[config.mk]
export PLATFORM = sky130hd
export DESIGN_NAME = mpsf_top
export DESIGN_NICKNAME = d
export VERILOG_FILES = /design/src/mpsf_pkg.sv /design/src/mpsf_src_sel.sv /design/src/mpsf_top.sv /design/src/mpsf_w1c_bank.sv
export SDC_FILE = /design/constraint.sdc
export NUM_CORES = 1
export LEC_CHECK = 0
export BUFFER_PORTS_ARGS = -buffer_cell sky130_fd_sc_hd__buf_2
export CORE_MARGIN = 1.5
export CORE_UTILIZATION = 44
export DETAILED_ROUTE_END_ITERATION = 10
export GPL_ROUTABILITY_DRIVEN = 0
export GPL_TIMING_DRIVEN = 0
export HOLD_SLACK_MARGIN = 0.12
export PLACE_DENSITY = 0.77
export SYNTH_ARGS = -nofsm -noshare
export SYNTH_HDL_FRONTEND = slang
export SYNTH_HIERARCHICAL = 1
export SYNTH_SLANG_ARGS = --single-unit
export TNS_END_PERCENT = 1
[constraint.sdc]
create_clock -name clk -period 1.6 [get_ports clk]
set_clock_uncertainty 0.05 [all_clocks]
set_input_delay 0.24 -clock clk [delete_from_list [all_inputs] [get_ports clk]]
set_output_delay 0.24 -clock clk [all_outputs]
set_load 0.01 [all_outputs]
[src/mpsf_pkg.sv]
// package: offsets, field positions, reset values and modes of the status flag block
package mpsf_pkg;

	// number of pwm outputs and trigger channels
	localparam int unsigned MPSF_NCH = 6;
	localparam int unsigned MPSF_AW = 12;
	localparam int unsigned MPSF_FLAG_W = 8;

	// register byte offsets
	localparam logic [11:0] MPSF_OFF_STATUS = 12'h000;
	localparam logic [11:0] MPSF_OFF_IRQ_EN = 12'h004;
	localparam logic [11:0] MPSF_OFF_TRIG_BASE = 12'h008;
	localparam logic [11:0] MPSF_OFF_TRIG_LAST = 12'h01c;
	localparam logic [11:0] MPSF_OFF_SRC_VIEW = 12'h020;

	// status field positions
	localparam int unsigned MPSF_DIR_BIT = 15;
	localparam int unsigned MPSF_CNT_HI = 14;
	localparam int unsigned MPSF_CNT_LO = 12;
	localparam int unsigned MPSF_PRD_BIT = 7;
	localparam int unsigned MPSF_BOT_BIT = 6;
	localparam int unsigned MPSF_OUT_HI = 5;
	localparam int unsigned MPSF_OUT_LO = 0;

	// trigger channel register field positions
	localparam int unsigned MPSF_TMOD_HI = 17;
	localparam int unsigned MPSF_TMOD_LO = 16;

	// reset values
	localparam logic [7:0] MPSF_RST_FLAGS = 8'h00;
	localparam logic [7:0] MPSF_RST_IRQ_EN = 8'h00;
	localparam logic [5:0] MPSF_RST_TRIG = 6'h00;
	localparam logic [31:0] MPSF_RST_RDATA = 32'h0000_0000;

	// trigger mode encodings
	typedef enum logic [1:0] {
		MPSF_TM_DISABLED = 2'b00,
		MPSF_TM_UP = 2'b01,
		MPSF_TM_DOWN = 2'b10,
		MPSF_TM_UPDOWN = 2'b11
	} mpsf_tmode_t;

endpackage

[src/mpsf_src_sel.sv]
// per-output choice between duty match and trigger counter match
`timescale 1ns/1ns
module mpsf_src_sel (
	// trigger mode of the paired channel
	input mpsf_pkg::mpsf_tmode_t mode,
	// counter direction, high while counting down
	input wire logic count_down,
	// raw match pulses
	input wire logic duty_match,
	input wire logic trig_match,
	// selected flag event and trigger fire
	output logic flag_evt,
	output logic trig_fire,
	output logic use_trig
);
	import mpsf_pkg::*;

	logic dir_ok;

	// disabled mode hands the flag to the duty match
	assign use_trig = (mode != MPSF_TM_DISABLED);

	// up and down matches qualified by direction, up-down matches in either direction
	assign dir_ok = (mode == MPSF_TM_UPDOWN) ||
		(mode == MPSF_TM_UP && !count_down) ||
		(mode == MPSF_TM_DOWN && count_down);

	assign trig_fire = trig_match && dir_ok;
	assign flag_evt = use_trig ? trig_fire : duty_match;
endmodule

[src/mpsf_top.sv]
// motor pwm status register, event flags and interrupt over apb
//
// Overview of operation
// - status bit 15 reads 0 counting up, 1 counting down; read-only.
// - status bits 14..12 show the interval period-match count; read-only.
// - bit 7 set on a period event, cleared by writing one.
// - bit 6 set on a bottom event, cleared by writing one.
// - bits 5..0 are wh, vh, uh, wl, vl, ul flags, write one clears.
// - flag uses duty match only while its paired channel 6..1 disabled.
// - bits 5..0 shared; disabled trigger mode means duty match sets flag.
// - any enabled trigger mode means the trigger compare match sets flag.
// - source choice follows the mode field in each channel's register.
// - enable bits 5..0 gate duty or trigger event by the same mode.
// - mode 00 disabled, 01 up-count match, 10 down-count match.
//
// The placing of the registers and the APB slave port are this design's own decisions.
`timescale 1ns/1ns
module mpsf_top (
	// clock and reset
	input wire logic clk,
	input wire logic rst,
	// apb slave
	input wire logic psel,
	input wire logic penable,
	input wire logic pwrite,
	input wire logic [mpsf_pkg::MPSF_AW-1:0] paddr,
	input wire logic [31:0] pwdata,
	input wire logic [3:0] pstrb,
	output logic [31:0] prdata,
	output logic pready,
	output logic pslverr,
	// pwm counter state
	input wire logic count_down,
	input wire logic [2:0] interval_period_count,
	// pwm events, one-cycle pulses
	input wire logic period_evt,
	input wire logic bottom_evt,
	input wire logic [5:0] duty_match,
	input wire logic [5:0] trig_match,
	// outputs
	output logic [5:0] adc_trig_out,
	output logic irq
);
	import mpsf_pkg::*;

	// elaboration check: the status layout serves exactly six outputs
	if (MPSF_NCH != 6) begin : g_nch_chk
		$error("mpsf_top: six output channels expected");
	end

	// merge write data into old value under byte strobes
	function automatic logic [31:0] strb_merge(
		input logic [31:0] old_v,
		input logic [31:0] new_v,
		input logic [3:0] strb
	);
		logic [31:0] m;
		m = {{8{strb[3]}}, {8{strb[2]}}, {8{strb[1]}}, {8{strb[0]}}};
		return (old_v & ~m) | (new_v & m);
	endfunction

	// channel index of a trigger register offset
	function automatic logic [2:0] trig_index(
		input logic [MPSF_AW-1:0] a
	);
		logic [MPSF_AW-1:0] d;
		d = a - MPSF_OFF_TRIG_BASE;
		return d[4:2];
	endfunction

	// apb handshake state
	logic ack_q;
	logic ack_d;
	logic [31:0] rdata_q;
	logic [31:0] rdata_d;
	logic access;
	logic capture;
	logic wr_fire;

	// address decode
	logic aligned;
	logic sel_status;
	logic sel_irq_en;
	logic sel_trig;
	logic sel_src;
	logic mapped;
	logic [2:0] trig_idx;

	// register state
	logic [7:0] irq_en_q;
	logic [7:0] irq_en_d;
	mpsf_tmode_t tmode_q [MPSF_NCH];
	mpsf_tmode_t tmode_d [MPSF_NCH];
	logic [5:0] trig_out_q;
	logic irq_q;
	logic irq_d;

	// flag logic
	logic [7:0] flags;
	logic [7:0] flag_set;
	logic [7:0] flag_clr;
	logic [5:0] out_evt;
	logic [5:0] trig_fire;
	logic [5:0] use_trig;

	// read views
	logic [31:0] status_view;
	logic [31:0] irq_en_view;
	logic [31:0] trig_view;
	logic [31:0] src_view;
	logic [31:0] rd_mux;

	// one wait state: read data is captured, then pready
	assign access = psel && penable;
	assign capture = access && !ack_q;
	assign ack_d = capture;
	assign pready = access && ack_q;
	assign wr_fire = pready && pwrite;

	assign aligned = (paddr[1:0] == 2'b00);
	assign sel_status = aligned && (paddr == MPSF_OFF_STATUS);
	assign sel_irq_en = aligned && (paddr == MPSF_OFF_IRQ_EN);
	assign sel_trig = aligned && (paddr >= MPSF_OFF_TRIG_BASE) &&
		(paddr <= MPSF_OFF_TRIG_LAST);
	assign sel_src = aligned && (paddr == MPSF_OFF_SRC_VIEW);
	assign mapped = sel_status || sel_irq_en || sel_trig || sel_src;
	assign trig_idx = trig_index(paddr);

	// unmapped or misaligned access answers with an error
	assign pslverr = pready && !mapped;

	// per-output source selection from each channel's own mode
	genvar g;
	generate
		for (g = 0; g < MPSF_NCH; g++) begin : g_ch
			mpsf_src_sel u_sel (
				.mode(tmode_q[g]),
				.count_down(count_down),
				.duty_match(duty_match[g]),
				.trig_match(trig_match[g]),
				.flag_evt(out_evt[g]),
				.trig_fire(trig_fire[g]),
				.use_trig(use_trig[g])
			);
		end
	endgenerate

	// event set vector: period, bottom, then wh..ul on 5..0
	assign flag_set[MPSF_PRD_BIT] = period_evt;
	assign flag_set[MPSF_BOT_BIT] = bottom_evt;
	assign flag_set[MPSF_OUT_HI:MPSF_OUT_LO] = out_evt;

	// write one to clear the low status byte
	assign flag_clr = (wr_fire && sel_status && pstrb[0]) ?
		pwdata[7:0] : 8'h00;

	mpsf_w1c_bank #(
		.W(MPSF_FLAG_W),
		.RST_VAL(MPSF_RST_FLAGS)
	) u_flags (
		.clk(clk),
		.rst(rst),
		.set(flag_set),
		.clr(flag_clr),
		.flags(flags)
	);

	// status read view; upper bits reflect live counter state
	always_comb begin
		status_view = 32'h0000_0000;
		status_view[MPSF_DIR_BIT] = count_down;
		status_view[MPSF_CNT_HI:MPSF_CNT_LO] = interval_period_count;
		status_view[MPSF_PRD_BIT:MPSF_OUT_LO] = flags;
	end

	assign irq_en_view = {24'h00_0000, irq_en_q};
	assign src_view = {26'h000_0000, use_trig};

	always_comb begin
		trig_view = 32'h0000_0000;
		if (trig_idx < 3'(MPSF_NCH)) begin
			trig_view[MPSF_TMOD_HI:MPSF_TMOD_LO] = tmode_q[trig_idx];
		end
	end

	assign rd_mux = sel_status ? status_view :
		sel_irq_en ? irq_en_view :
		sel_trig ? trig_view :
		sel_src ? src_view : 32'h0000_0000;

	// read data held from capture through the end of the transfer
	assign rdata_d = (capture && !pwrite) ? rd_mux : rdata_q;

	// enable register write; read-only status bits ignore writes
	always_comb begin
		logic [31:0] merged;
		merged = strb_merge(irq_en_view, pwdata, pstrb);
		irq_en_d = irq_en_q;
		if (wr_fire && sel_irq_en) begin
			irq_en_d = merged[7:0];
		end
	end

	// trigger mode fields, one register per channel
	always_comb begin
		logic [31:0] merged;
		merged = strb_merge(trig_view, pwdata, pstrb);
		for (int i = 0; i < MPSF_NCH; i++) begin
			tmode_d[i] = tmode_q[i];
		end
		if (wr_fire && sel_trig && trig_idx < 3'(MPSF_NCH)) begin
			tmode_d[trig_idx] =
				mpsf_tmode_t'(merged[MPSF_TMOD_HI:MPSF_TMOD_LO]);
		end
	end

	// shared enable bits gate whichever source each flag follows
	assign irq_d = |(flags & irq_en_q);

	always_ff @(posedge clk or posedge rst) begin
		if (rst) begin
			ack_q <= 1'b0;
			rdata_q <= MPSF_RST_RDATA;
		end else begin
			ack_q <= ack_d;
			rdata_q <= rdata_d;
		end
	end

	always_ff @(posedge clk or posedge rst) begin
		if (rst) begin
			irq_en_q <= MPSF_RST_IRQ_EN;
			irq_q <= 1'b0;
			trig_out_q <= MPSF_RST_TRIG;
		end else begin
			irq_en_q <= irq_en_d;
			irq_q <= irq_d;
			trig_out_q <= trig_fire;
		end
	end

	always_ff @(posedge clk or posedge rst) begin
		if (rst) begin
			for (int i = 0; i < MPSF_NCH; i++) begin
				tmode_q[i] <= MPSF_TM_DISABLED;
			end
		end else begin
			for (int i = 0; i < MPSF_NCH; i++) begin
				tmode_q[i] <= tmode_d[i];
			end
		end
	end

	assign prdata = rdata_q;
	assign adc_trig_out = trig_out_q;
	assign irq = irq_q;
endmodule

[src/mpsf_w1c_bank.sv]
// bank of sticky event flags, cleared by writing one
`timescale 1ns/1ns
module mpsf_w1c_bank #(
	parameter int unsigned W = 8,
	parameter logic [W-1:0] RST_VAL = '0
) (
	// clock and reset
	input wire logic clk,
	input wire logic rst,
	// events and clears
	input wire logic [W-1:0] set,
	input wire logic [W-1:0] clr,
	// flag state
	output logic [W-1:0] flags
);
	logic [W-1:0] flags_q;
	logic [W-1:0] flags_d;

	// elaboration check: an empty bank cannot hold a flag
	if (W < 1) begin : g_w_chk
		$error("mpsf_w1c_bank: width must be at least one");
	end

	// zero written keeps the flag, a new event beats the clear
	assign flags_d = (flags_q & ~clr) | set;

	always_ff @(posedge clk or posedge rst) begin
		if (rst) begin
			flags_q <= RST_VAL;
		end else begin
			flags_q <= flags_d;
		end
	end

	assign flags = flags_q;
endmodule

-- Yosys cells after proc, flatten, opt, wreduce, memory -nomap -nowiden
Index checks and enable logic that the tools add are counted.
- bits in registers: 68
- output and inout port bits: 41
- logic and storage cells: 130
- add/sub/neg operators: 1
- $lt $le $gt $ge: 5
- eq/ne operators: 20
- multiplexer cells: 18
- bitwise gates (word level): 11
- reduce and logical (&&, ||, !) cells: 63
- operators by type and width (kind ; number):
    18-bit 2-to-1 mux ; 3
    18-bit bitwise AND ; 2
    1-bit logical AND ; 35
    8-bit bitwise AND ; 3
    2-bit equality test, second input constant ; 12
    18-bit inverter ; 1
    18-bit OR ; 1
    8-bit OR ; 2
    1-bit logical OR ; 15
    12-bit bitwise mux ; 1
    12-bit by 3-bit equality test with 1-bit output, second input constant ; 1
    12-bit by 6-bit equality test with 1-bit output, second input constant ; 1
    2-bit by 1-bit equality test with 1-bit output, second input constant ; 6
    12-bit by 4-bit greater-or-equal comparator with 1-bit output, second input constant ; 1
    12-bit by 5-bit <= comparator with 1-bit output, second input constant ; 1
    12-bit logical NOT ; 1
    2-bit nonzero test ; 6
    2-bit 2-to-1 mux ; 4
    8-bit 2-to-1 mux ; 1
    8-bit inverter ; 1
    8-bit OR reduction ; 1
    2-bit binary-select mux with 3-bit select ; 1
    2-bit demux with 3-bit select ; 1
    1-bit 2-to-1 mux ; 6
    other kinds (8) ; 11

-- Logic depth before layout (Yosys ltp)
Gate-level depths: netlist (run 1).
- word-level depth: 9
- mapped depth: 7

-- Modules after synthesis
The synthesis (run 1) kept the hierarchy.
- modules (own cells, without submodules) (module ; instances ; cells each ; area an instance (um2) ; seq. area each (um2)):
    mpsf_top ; 1 ; 203 ; 2253.4 ; 1051.0
    mpsf_w1c_bank ; 1 ; 25 ; 294.0 ; 200.2
    mpsf_src_sel ; 6 ; 6 ; 42.5 ; 0.0

-- Worst setup path before layout (run 1)
No wires, ideal clock.
- path kind: in2reg
- from: input paddr[9] (netlist bit)
- to: register (tool-made name)
- library setup time: 125 ps
- arrival: 1683 ps
- setup slack: -257 ps
- stages: 4
- buffers on the path: 0
- cell sequence: nor4_2 -> nand3_2 -> nor4b_4 -> mux2_2
- RTL lines (element ; RTL line ; RTL):
    from (decl) ; mpsf_top.sv:26 ; input wire logic [mpsf_pkg::MPSF_AW-1:0] paddr,

-- Worst setup path in the final report (run 1)
- from: input paddr[3] (netlist bit)
- to: register tmode_q[3] (netlist bit)
- longest elaborated chain between the ends: 9
- elaborated cells on any way between the ends: 21
- those cells by class: add/sub: 1; order compare: 5; mux: 7; bitwise: 3; reduce/logical: 5
- RTL lines (element ; RTL line ; RTL):
    5-bit by 4-bit subtractor with 5-bit output ; mpsf_top.sv:67 ; d = a - MPSF_OFF_TRIG_BASE;
    3-bit inverter with 4-bit output (implied by the code) ; mpsf_top.sv:182, mpsf_top.sv:212 ;
    2-bit binary-select mux with 3-bit select ; mpsf_top.sv:182 ; trig_view[MPSF_TMOD_HI:MPSF_TMOD_LO] = tmode_q[trig_idx];
    2-bit 2-to-1 mux (implied by the code) (2 in series) ; mpsf_top.sv:182 ;
    2-bit 2-to-1 mux ; mpsf_top.sv:181 ; if (trig_idx < 3'(MPSF_NCH)) begin
    18-bit bitwise AND ; mpsf_top.sv:59 ; return (old_v & ~m) | (new_v & m);
    18-bit OR ; mpsf_top.sv:59 ;
    12-bit bitwise mux ; mpsf_top.sv:212 ; tmode_d[trig_idx] =
    to (signal, indexed assignment) ; mpsf_top.sv:249 ; tmode_q[i] <= tmode_d[i];
    to (decl) ; mpsf_top.sv:92 ; mpsf_tmode_t tmode_q [MPSF_NCH];
Parallel ways exist; a longest one is shown, timed or not. The select of a mux whose other input is x is not followed.
A chain may end at the register's enable or synchronous reset.

==> results of run 1 <==
-- cells by family after synthesis --
family,count (synthesis),synth area share
AND/OR/NAND/NOR,72,0.158
buffers and inverters,54,0.0969
flip-flops,50,0.446
AO/OA/AOI/OAI,44,0.129
multiplexers,39,0.151
adder cells (fa/ha/maj),4,0.0179
other,1,0.00134
-- layer usage --
layer / track usage / up-vias
met3: 0.0388 / 21
met2: 0.339 / 94
met5: 0 / -
li1: - / 1109
met4: 0.0773 / 0
met1: 0.267 / 1123
-- cell usage in the layout, fill, tap and decap left out, types with 2 or more instances in the layout --
master	n
o41ai_1	2
ha_1	3
nor2b_1	3
a222oi_1	2
nand3b_1	2
mux2_4	4
clkbuf_2	2
a21o_1	8
nand4_1	4
o22ai_2	6
mux2i_1	13
nand3_2	2
a22o_1	4
inv_2	2
nor2_1	15
nor4b_4	2
dlygate4sd3_1	7
a21oi_1	6
nor4_4	6
o31ai_4	2
buf_4	31
inv_1	27
clkbuf_8	6
buf_2	69
a22oi_1	4
nand2_1	13
dfrtp_1	50
o31ai_1	6
o31ai_2	2
and2_1	10
conb_1	18
buf_6	2
mux2_2	22
or2_4	6
-- cell type report --
class	count	area [µm²]	share of cell area
plain buffers	25	181	0.0484
clock buffers	6	82.6	0.0221
clock inverters	2	12.5	0.00334
inverters	29	109	0.0291
multi-input cells	177	1520	0.405
flip-flops and latches	50	1250	0.334
well taps	75	93.8	0.0251
repair buffers	86	499	0.133
-- worst max-delay path, delay by kind of cell --
kind	cells	cell delay, ps
AND/OR/NAND/NOR	3	720
buffers and inverters	3	450
adder cells (fa/ha/maj)	1	240
multiplexers	1	340
-- path summary, 6_finish.rpt --
check	to	slack [ps]	cells past startpoint
worst max-delay path	tmode_q[3]	-260	8
worst min-delay path	register	130	2
worst max register to register	tmode_q[3]	-250	6
worst min register to register	prdata[6]	430	2
max in group asynchronous	ack_q	330	3
min in group asynchronous	u_flags/flags[0]	400	3
-- timing repair --
action | 4_1_cts | 5_1_grt
hold buffers | 7 | 0
endpoints found under the hold margin | 28 | 0
gates resized for setup | 29 | 13
buffers inserted | 10 | 1
pin swaps | 12 | 8
endpoints found under the setup margin | 41 | 39
-- metrics by stage --
| stage | worst slack [ps] | util | total power, mW | TNS (ps) |
|---|---|---|---|---|
| 6_report | -256 | 0.621 | 2.39 | -4460 |
| 2_1_floorplan | -221 | - | 1.47 | -5400 |
| 3_3_place_gp | -722 | 0.552 | 1.58 | -31570 |
| 4_1_cts | -169 | 0.613 | 2.40 | -3010 |
| 5_1_grt | -290 | 0.621 | 2.50 | -7300 |
| 3_5_place_dp | -759 | 0.552 | 1.59 | -23880 |
-- report_power, final --
group,switching [mW],internal (mW)
Combinational,0.192,0.150
Clock,0.430,0.348
Sequential,0.00393,1.27
==> results by group, run 1 <==
Drt
  – Pre-Repair DR Iteration Count: 5
  – Routed metal-1 wirelength: 2960 µm
  – Residual DRC: 0
  – Routed wl met2: 3480 µm
  – Vias per std cell: 5.22
  – Via Count: 2347
  – Top layer in use: met4
  – WL per Instance: 15.6 µm
  – DRT iter0 DRCs: 121
  – Met3 routed WL: 361 µm
  – Antenna Nets Post-Route: 0
  – Detailed Route WL: 7020 µm

Synth
  – Synthesized area: 2800 µm²
  – Top cell type's share of synthesized area: 0.446
  – Most used DFF post-synth: dfrtp_1
  – Synthesized instance count: 264
  – Synth Register Bits: 50
  – Commonest cells in the netlist: dfrtp_1 (50), inv_1 (29), mux2_2 (26), buf_4 (18), nor2_1 (16)
  – Number of synthesized flops with an enable pin: 0
  – Count leader, synth: dfrtp_1
  – Synth unique cells: 38
  – Cell taking the most area after synthesis: dfrtp_1
  – Synth area leaders: dfrtp_1 (45%), mux2_2 (10%), buf_4 (4.8%), mux2i_1 (4.6%), inv_1 (3.9%)
  – Syn Area/Cell: 10.6 µm²
  – Synth warn: 6
  – Sequential area share after synthesis: 0.446
  – Post-synth ARST share: 1.00

Pwr
  – Leak Pwr: 1.90 nW
  – Power per cell area: 639 nW/µm²
  – Maximum vdd ir drop: 0.457 mV

Clock tree
  – Largest buffer count on any clock path: 2
  – H-tree depth: 2
  – Clock-pin transition on the worst setup and hold timing paths: 90 ps
  – Clock sink total: 50
  – Clk_lat worst skew: 300 ps
  – CTS root buf: clkbuf_8
  – CTS buffer count: 5
  – Clock tree from TritonCTS: done

STA
  – Worst Max-Slew Pin Slew: 882 ps
  – Period utilization: 1.16
  – Final hold violations: 0
  – RSZ-0062 raised after global routing: true
  – Worst setup margin: -256 ps
  – Max Fclk: 539 MHz
  – Slew margin rel.: 0.411
  – Post-layout min period: 1860 ps
  – Worst hold slack: 127 ps
  – Final setup violating endpoints: 41
  – Slew Limit Fails: 0

Final layout
  – # diodes: 0
  – Fill cells: 526
  – Final instance area: 3740 µm²
  – # nets final: 449
  – Share of cells above drive strength 1: 0.456
  – Synthesis-to-finish area growth: 33.6%
  – Final cell count without fillers: 450

GRT
  – Total GRT Usage: 0.205
  – First-pass GRT wire length: 11400 µm
  – Initial antenna violation count: 0
  – Number of global-route vias before repair: 2318
  – Largest net degree at the start of global routing: 43
  – Aggregate global routing overflow: 0

Die
  – IO Count: 112
  – Row count: 28
  – Initial Util: 0.465
  – Die area: 6860 µm²
  – Core ar.: 6030 µm²
  – Die width: 82.8 µm
  – Die Ht: 82.8 µm

Job
  – Number of max-cap violations: 0

Worst setup path
  – CP Capture Type: register
  – Worst-path cell chain: buf_2 > inv_1 > ha_2 > nor2_2 > nand4b_1 > buf_4 > nor4b_4 > mux2_4
  – Worst reg2reg path startpoint: ack_q
  – Startpoint Class: primary input
  – Crit path kind: in2reg
  – CP max-delay cell: nor4b_4
  – CP peak stage delay: 390 ps
  – CP startpoint: paddr[3]
  – Critical-path maximum fanout: 8
  – CP arrival: 2000 ps
  – WP data required: 1750 ps

Worst hold path
  – Hold_sp: pwdata[6]
  – Hold Crit Class: in2reg

Run status
  – Status: finished with violations
  – Failing checks: setup timing

Place
  – Port buffer count: 68
  – Post-DP HPWL: 5030 µm
  – Dpl cell area: 3320 µm²
  – Placed cells: 424
No activity file was read; power rests on OpenSTA's default activity.
==> run 2: changes to the inputs <==
CORE_ASPECT_RATIO = 1.2   (was unset)
==> results by group, run 2 (synthesis gave the netlist of run 1 again) <==
STA
  – RSZ-0062 raised after global routing: true
  – Worst setup margin: -139 ps
  – Slew Limit Fails: 0
  – Worst Max-Slew Pin Slew: 896 ps
  – Max Fclk: 575 MHz
  – Final hold violations: 0
  – Post-layout min period: 1740 ps
  – Slew margin rel.: 0.402
  – Worst hold slack: 123 ps
  – Period utilization: 1.09
  – Setup_tns: -1590 ps
  – Final setup violating endpoints: 21

Worst setup path
  – Reg2reg setup slack: -140 ps
  – Worst setup path endpoint: tmode_q[2]
  – Worst-path cell chain: nand3_2 > inv_2 > nand4b_1 > buf_6 > nor4b_4 > mux2_4
  – Startpoint Class: register
  – Crit path kind: reg2reg
  – Worst path top cell family by delay: simple AND/OR/NAND/NOR gates
  – Worst reg2reg path startpoint: ack_q
  – FF-to-FF path depth: 6
  – CP peak stage delay: 380 ps
  – Worst R2R End: tmode_q[2]
  – WP data required: 1750 ps
  – CP startpoint: ack_q
  – CP Capture Type: register
  – CP max-delay cell: dfrtp_1
  – Crit path depth: 6
  – Critical-path maximum fanout: 3
  – Worst path bufs/invs: 2
  – CP arrival: 1890 ps

Final layout
  – Most frequent cells in the layout: buf_2 (68), dfrtp_1 (50), buf_4 (41)
  – Share of cells above drive strength 1: 0.486
  – # diodes: 0
  – Footprint of the multi-input gates: 1580 µm²
  – Commonest non-fill, non-tap cell in the layout: buf_2
  – Register area: 1250 µm²
  – Finished Core Util: 0.643
  – Synthesis-to-finish area growth: 39.7%
  – Fill cells: 464
  – # nets final: 459

Clock tree
  – Clock tree from TritonCTS: done
  – CTS root buf: clkbuf_8
  – Largest buffer count on any clock path: 2
  – Clk_lat worst skew: 320 ps
  – CTS buffer count: 5
  – H-tree depth: 2
  – Clock-pin transition on the worst setup and hold timing paths: 100 ps
  – Clock sink total: 50

Pwr
  – Total power: 2.54 mW
  – Pint: 1.89 mW
  – Sw frac: 0.257
  – Leak Pwr: 1.99 nW
  – Clock power share: 0.361
  – Maximum vdd ir drop: 0.314 mV
  – Switching Power: 653 µW
  – Sequential share of power: 0.501
  – Comb pwr share: 0.138
  – Power per cell area: 650 nW/µm²

Drt
  – Via Count: 2426
  – WL per Instance: 16.7 µm
  – Vias per std cell: 5.19
  – DRT iter0 DRCs: 130
  – Pre-Repair DR Iteration Count: 4
  – Antenna Nets Post-Route: 0
  – Residual DRC: 0
  – Detailed Route WL: 7780 µm

Die
  – IO Count: 112
  – Core ar.: 6090 µm²
  – Row count: 31
  – Die Ht: 90.4 µm
  – Die area: 6860 µm²
  – Initial Util: 0.460
  – Die width: 75.9 µm

Run status
  – Failing checks: setup timing
  – Status: finished with violations

GRT
  – Initial antenna violation count: 0
  – Total GRT Usage: 0.236
  – Largest net degree at the start of global routing: 43
  – Number of global-route vias before repair: 2486
  – Aggregate global routing overflow: 0
  – First-pass GRT wire length: 12300 µm

Place
  – Port buffer count: 68
  – Post-DP HPWL: 5190 µm

Job
  – Number of max-cap violations: 0

Worst hold path
  – Hold Crit Class: in2reg
run 2: changes by cell type in the layout (fill, tap and decap cells not counted), sizes merged:
cell,before,now
inv,29,30
buf,102,111
clkinvlp,1,0
bufinv,0,1
run 2: tightest hold or removal path, cell delays in order:
cell and delay (ps):
buf_2 100, inv_1 80, nor2_1 50
run 2: repair_timing:
item | 4_1_cts | 5_1_grt
buffers inserted | 21 | 0
setup endpoints to repair | 40 | 43
pin swaps | 9 | 6
hold buffers | 7 | 0
endpoints found under the hold margin | 56 | 0
resized for setup | 45 | 17
run 2: area by class of cell:
class / count / area share
buffer: 25 / 0.0470
clock buffer: 5 / 0.0176
clock inverter: 3 / 0.0112
inverter: 29 / 0.0278
multi-input combinational: 177 / 0.402
sequential: 50 / 0.320
tap: 82 / 0.0262
timing repair buffer: 96 / 0.148
run 2: power groups by stage:
stage	registers (mW)	clock network, mW	logic, mW
2_1_floorplan	1.30	0	0.173
3_3_place_gp	1.30	0	0.287
3_5_place_dp	1.30	0	0.295
4_1_cts	1.27	0.920	0.341
5_1_grt	1.27	0.955	0.387
6_report	1.27	0.919	0.352
run 2: through the flow:
| stage | cells | worst slack (ps) | instance area [µm²] |
|---|---|---|---|
| 2_1_floorplan | 281 | -221 | 2890 |
| 3_3_place_gp | 431 | -707 | 3330 |
| 3_5_place_dp | 431 | -707 | 3330 |
| 4_1_cts | 467 | -67.4 | 3880 |
| 5_1_grt | 467 | -202 | 3920 |
| 6_report | 467 | -139 | 3920 |
run 2: worst min-delay path by stage:
stage                       endpoint  cells after the start  slack (ps)          start
floorplan           u_flags/flags[0]                      1           6            rst
global placement    u_flags/flags[5]                      2         200            rst
detailed placement  u_flags/flags[3]                      2         210            rst
CTS                         register                      2         120      pwdata[0]
global route                register                      2         120      pwdata[4]
finish               adc_trig_out[1]                      3         120  trig_match[1]
run 2: metal layers:
metal | global-route usage | share of wire | vias up | wire, µm
li1 | - | - | 1133 | -
met1 | 0.285 | 0.39 | 1188 | 3060
met2 | 0.404 | 0.54 | 87 | 4160
met3 | 0.0379 | 0.042 | 18 | 328
met4 | 0.0952 | 0.028 | 0 | 221
met5 | 0 | 0 | - | 0
==> run 3: changes to the inputs <==
HOLD_SLACK_MARGIN = 0.1   (was 0.12)
SKIP_CTS_REPAIR_TIMING = 1   (was unset)
SKIP_LAST_GASP = 1   (was unset)
==> results by group, run 3 (synthesis gave the netlist of run 1 again) <==
Pwr
  – Maximum vdd ir drop: 0.338 mV
  – Comb pwr share: 0.132
  – Leak Pwr: 1.91 nW
  – Pint: 1.88 mW
  – Switching Power: 641 µW
  – Power per cell area: 672 nW/µm²
  – Sw frac: 0.254
  – Sequential share of power: 0.505
  – Total power: 2.52 mW
  – Clock power share: 0.363

Worst setup path
  – CP peak stage delay: 430 ps
  – Worst path top cell family by delay: multiplexers
  – Most frequent CP cell: mux2_2
  – Worst-path cell chain: mux2_2 > a222oi_1 > buf_4 > o31ai_2 > mux2_2
  – Worst R2R End: tmode_q[7]
  – Crit path kind: reg2reg
  – CP max-delay cell: dfrtp_1
  – Reg2reg setup slack: -210 ps
  – Critical-path maximum fanout: 6
  – Worst reg2reg path startpoint: tmode_q[11]
  – Worst path bufs/invs: 1
  – CP Capture Type: register
  – CP startpoint: tmode_q[11]
  – WP data required: 1750 ps
  – Worst setup path endpoint: tmode_q[7]
  – Crit path depth: 5
  – CP arrival: 1960 ps
  – FF-to-FF path depth: 5
  – Startpoint Class: register

Die
  – Die width: 75.9 µm
  – Core ar.: 6090 µm²
  – Initial Util: 0.460
  – Die Ht: 90.4 µm
  – Row count: 31
  – IO Count: 112
  – Die area: 6860 µm²

Place
  – Post-DP HPWL: 5190 µm
  – Pre-CTS setup slack: -707 ps
  – Port buffer count: 68

Final layout
  – Footprint of the multi-input gates: 1510 µm²
  – Share of cells above drive strength 1: 0.453
  – Register area: 1250 µm²
  – Commonest non-fill, non-tap cell in the layout: buf_2
  – Synthesis-to-finish area growth: 33.8%
  – Most frequent cells in the layout: buf_2 (67), dfrtp_1 (50), buf_4 (32)
  – # diodes: 0
  – Fill cells: 493
  – # nets final: 449

STA
  – Post-layout min period: 1810 ps
  – Slew Limit Fails: 0
  – Final setup violating endpoints: 34
  – Worst setup margin: -210 ps
  – Period utilization: 1.13
  – Worst Max-Slew Pin Slew: 903 ps
  – Worst hold slack: 89.2 ps
  – Final hold violations: 0
  – RSZ-0062 raised after global routing: true
  – Max Fclk: 552 MHz
  – Slew margin rel.: 0.397

Drt
  – WL per Instance: 15.6 µm
  – Detailed Route WL: 7110 µm
  – Via Count: 2318
  – DRT iter0 DRCs: 96
  – Pre-Repair DR Iteration Count: 4
  – Vias per std cell: 5.07
  – Antenna Nets Post-Route: 0
  – Residual DRC: 0

Clock tree
  – Clock tree from TritonCTS: done
  – Clock-pin transition on the worst setup and hold timing paths: 100 ps
  – Largest buffer count on any clock path: 2
  – Clock sink total: 50
  – H-tree depth: 2
  – CTS buffer count: 5
  – CTS root buf: clkbuf_8
  – Clk_lat worst skew: 310 ps

GRT
  – First-pass GRT wire length: 10600 µm
  – Number of global-route vias before repair: 2264
  – Largest net degree at the start of global routing: 43
  – Aggregate global routing overflow: 0
  – Initial antenna violation count: 0
  – Total GRT Usage: 0.205

Worst hold path
  – Hold Crit Class: in2reg
  – Hold_sp: interval_period_count[1]

Run status
  – Failing checks: setup timing
  – Status: finished with violations

Job
  – Number of max-cap violations: 0
==> run 3: layout make-up <==
class | count | share of cell area
Multi-Input combinational cell | 177 | 0.403
Buffer | 25 | 0.0464
Clock buffer | 5 | 0.0183
Sequential cell | 50 | 0.334
Clock inverter | 3 | 0.0117
Inverter | 29 | 0.0290
Tap cell | 82 | 0.0274
Timing Repair Buffer | 86 | 0.131
==> run 3: layer usage <==
| layer | wire [µm] | share of wire | up-vias | GRT usage |
|---|---|---|---|---|
| met1 | 2890 | 0.41 | 1133 | 0.242 |
| met3 | 209 | 0.029 | 14 | 0.0301 |
| met4 | 170 | 0.024 | 0 | 0.0833 |
| met2 | 3840 | 0.54 | 61 | 0.357 |
| li1 | - | - | 1110 | - |
| met5 | 0 | 0 | - | 0 |
==> run 3: per-stage QoR <==
stage	util	cells	cell area (µm²)	setup TNS [ps]
2_1_floorplan	-	281	2890	-5400
3_3_place_gp	0.547	431	3330	-31610
3_5_place_dp	0.547	431	3330	-23870
4_1_cts	0.566	439	3450	-14320
5_1_grt	0.616	457	3750	-5890
6_report	0.616	457	3750	-3280
==> run 3: power by group through the flow <==
| stage | combinational, mW | sequential, mW | clock [mW] |
|---|---|---|---|
| 6_report | 0.333 | 1.27 | 0.916 |
| 5_1_grt | 0.368 | 1.27 | 0.957 |
| 4_1_cts | 0.295 | 1.27 | 0.920 |
| 3_5_place_dp | 0.295 | 1.30 | 0 |
| 3_3_place_gp | 0.287 | 1.30 | 0 |
| 2_1_floorplan | 0.173 | 1.30 | 0 |
==> run 3: worst register-to-register path: stages, from the launching register on <==
cell      delay [ps]
dfrtp_1          430
mux2_2           280
a222oi_1         350
buf_4            190
o31ai_2          110
mux2_2           290
==> run 3: how the worst min path moves through the flow <==
stage                                   to  slack (ps)  depth (start not counted)
after floorplan           u_flags/flags[0]           6                          1
after global placement    u_flags/flags[5]         200                          2
after detailed placement  u_flags/flags[3]         210                          2
after CTS                 u_flags/flags[4]        -130                          2
after global routing            prdata[13]         110                          2
final                           prdata[13]          90                          2
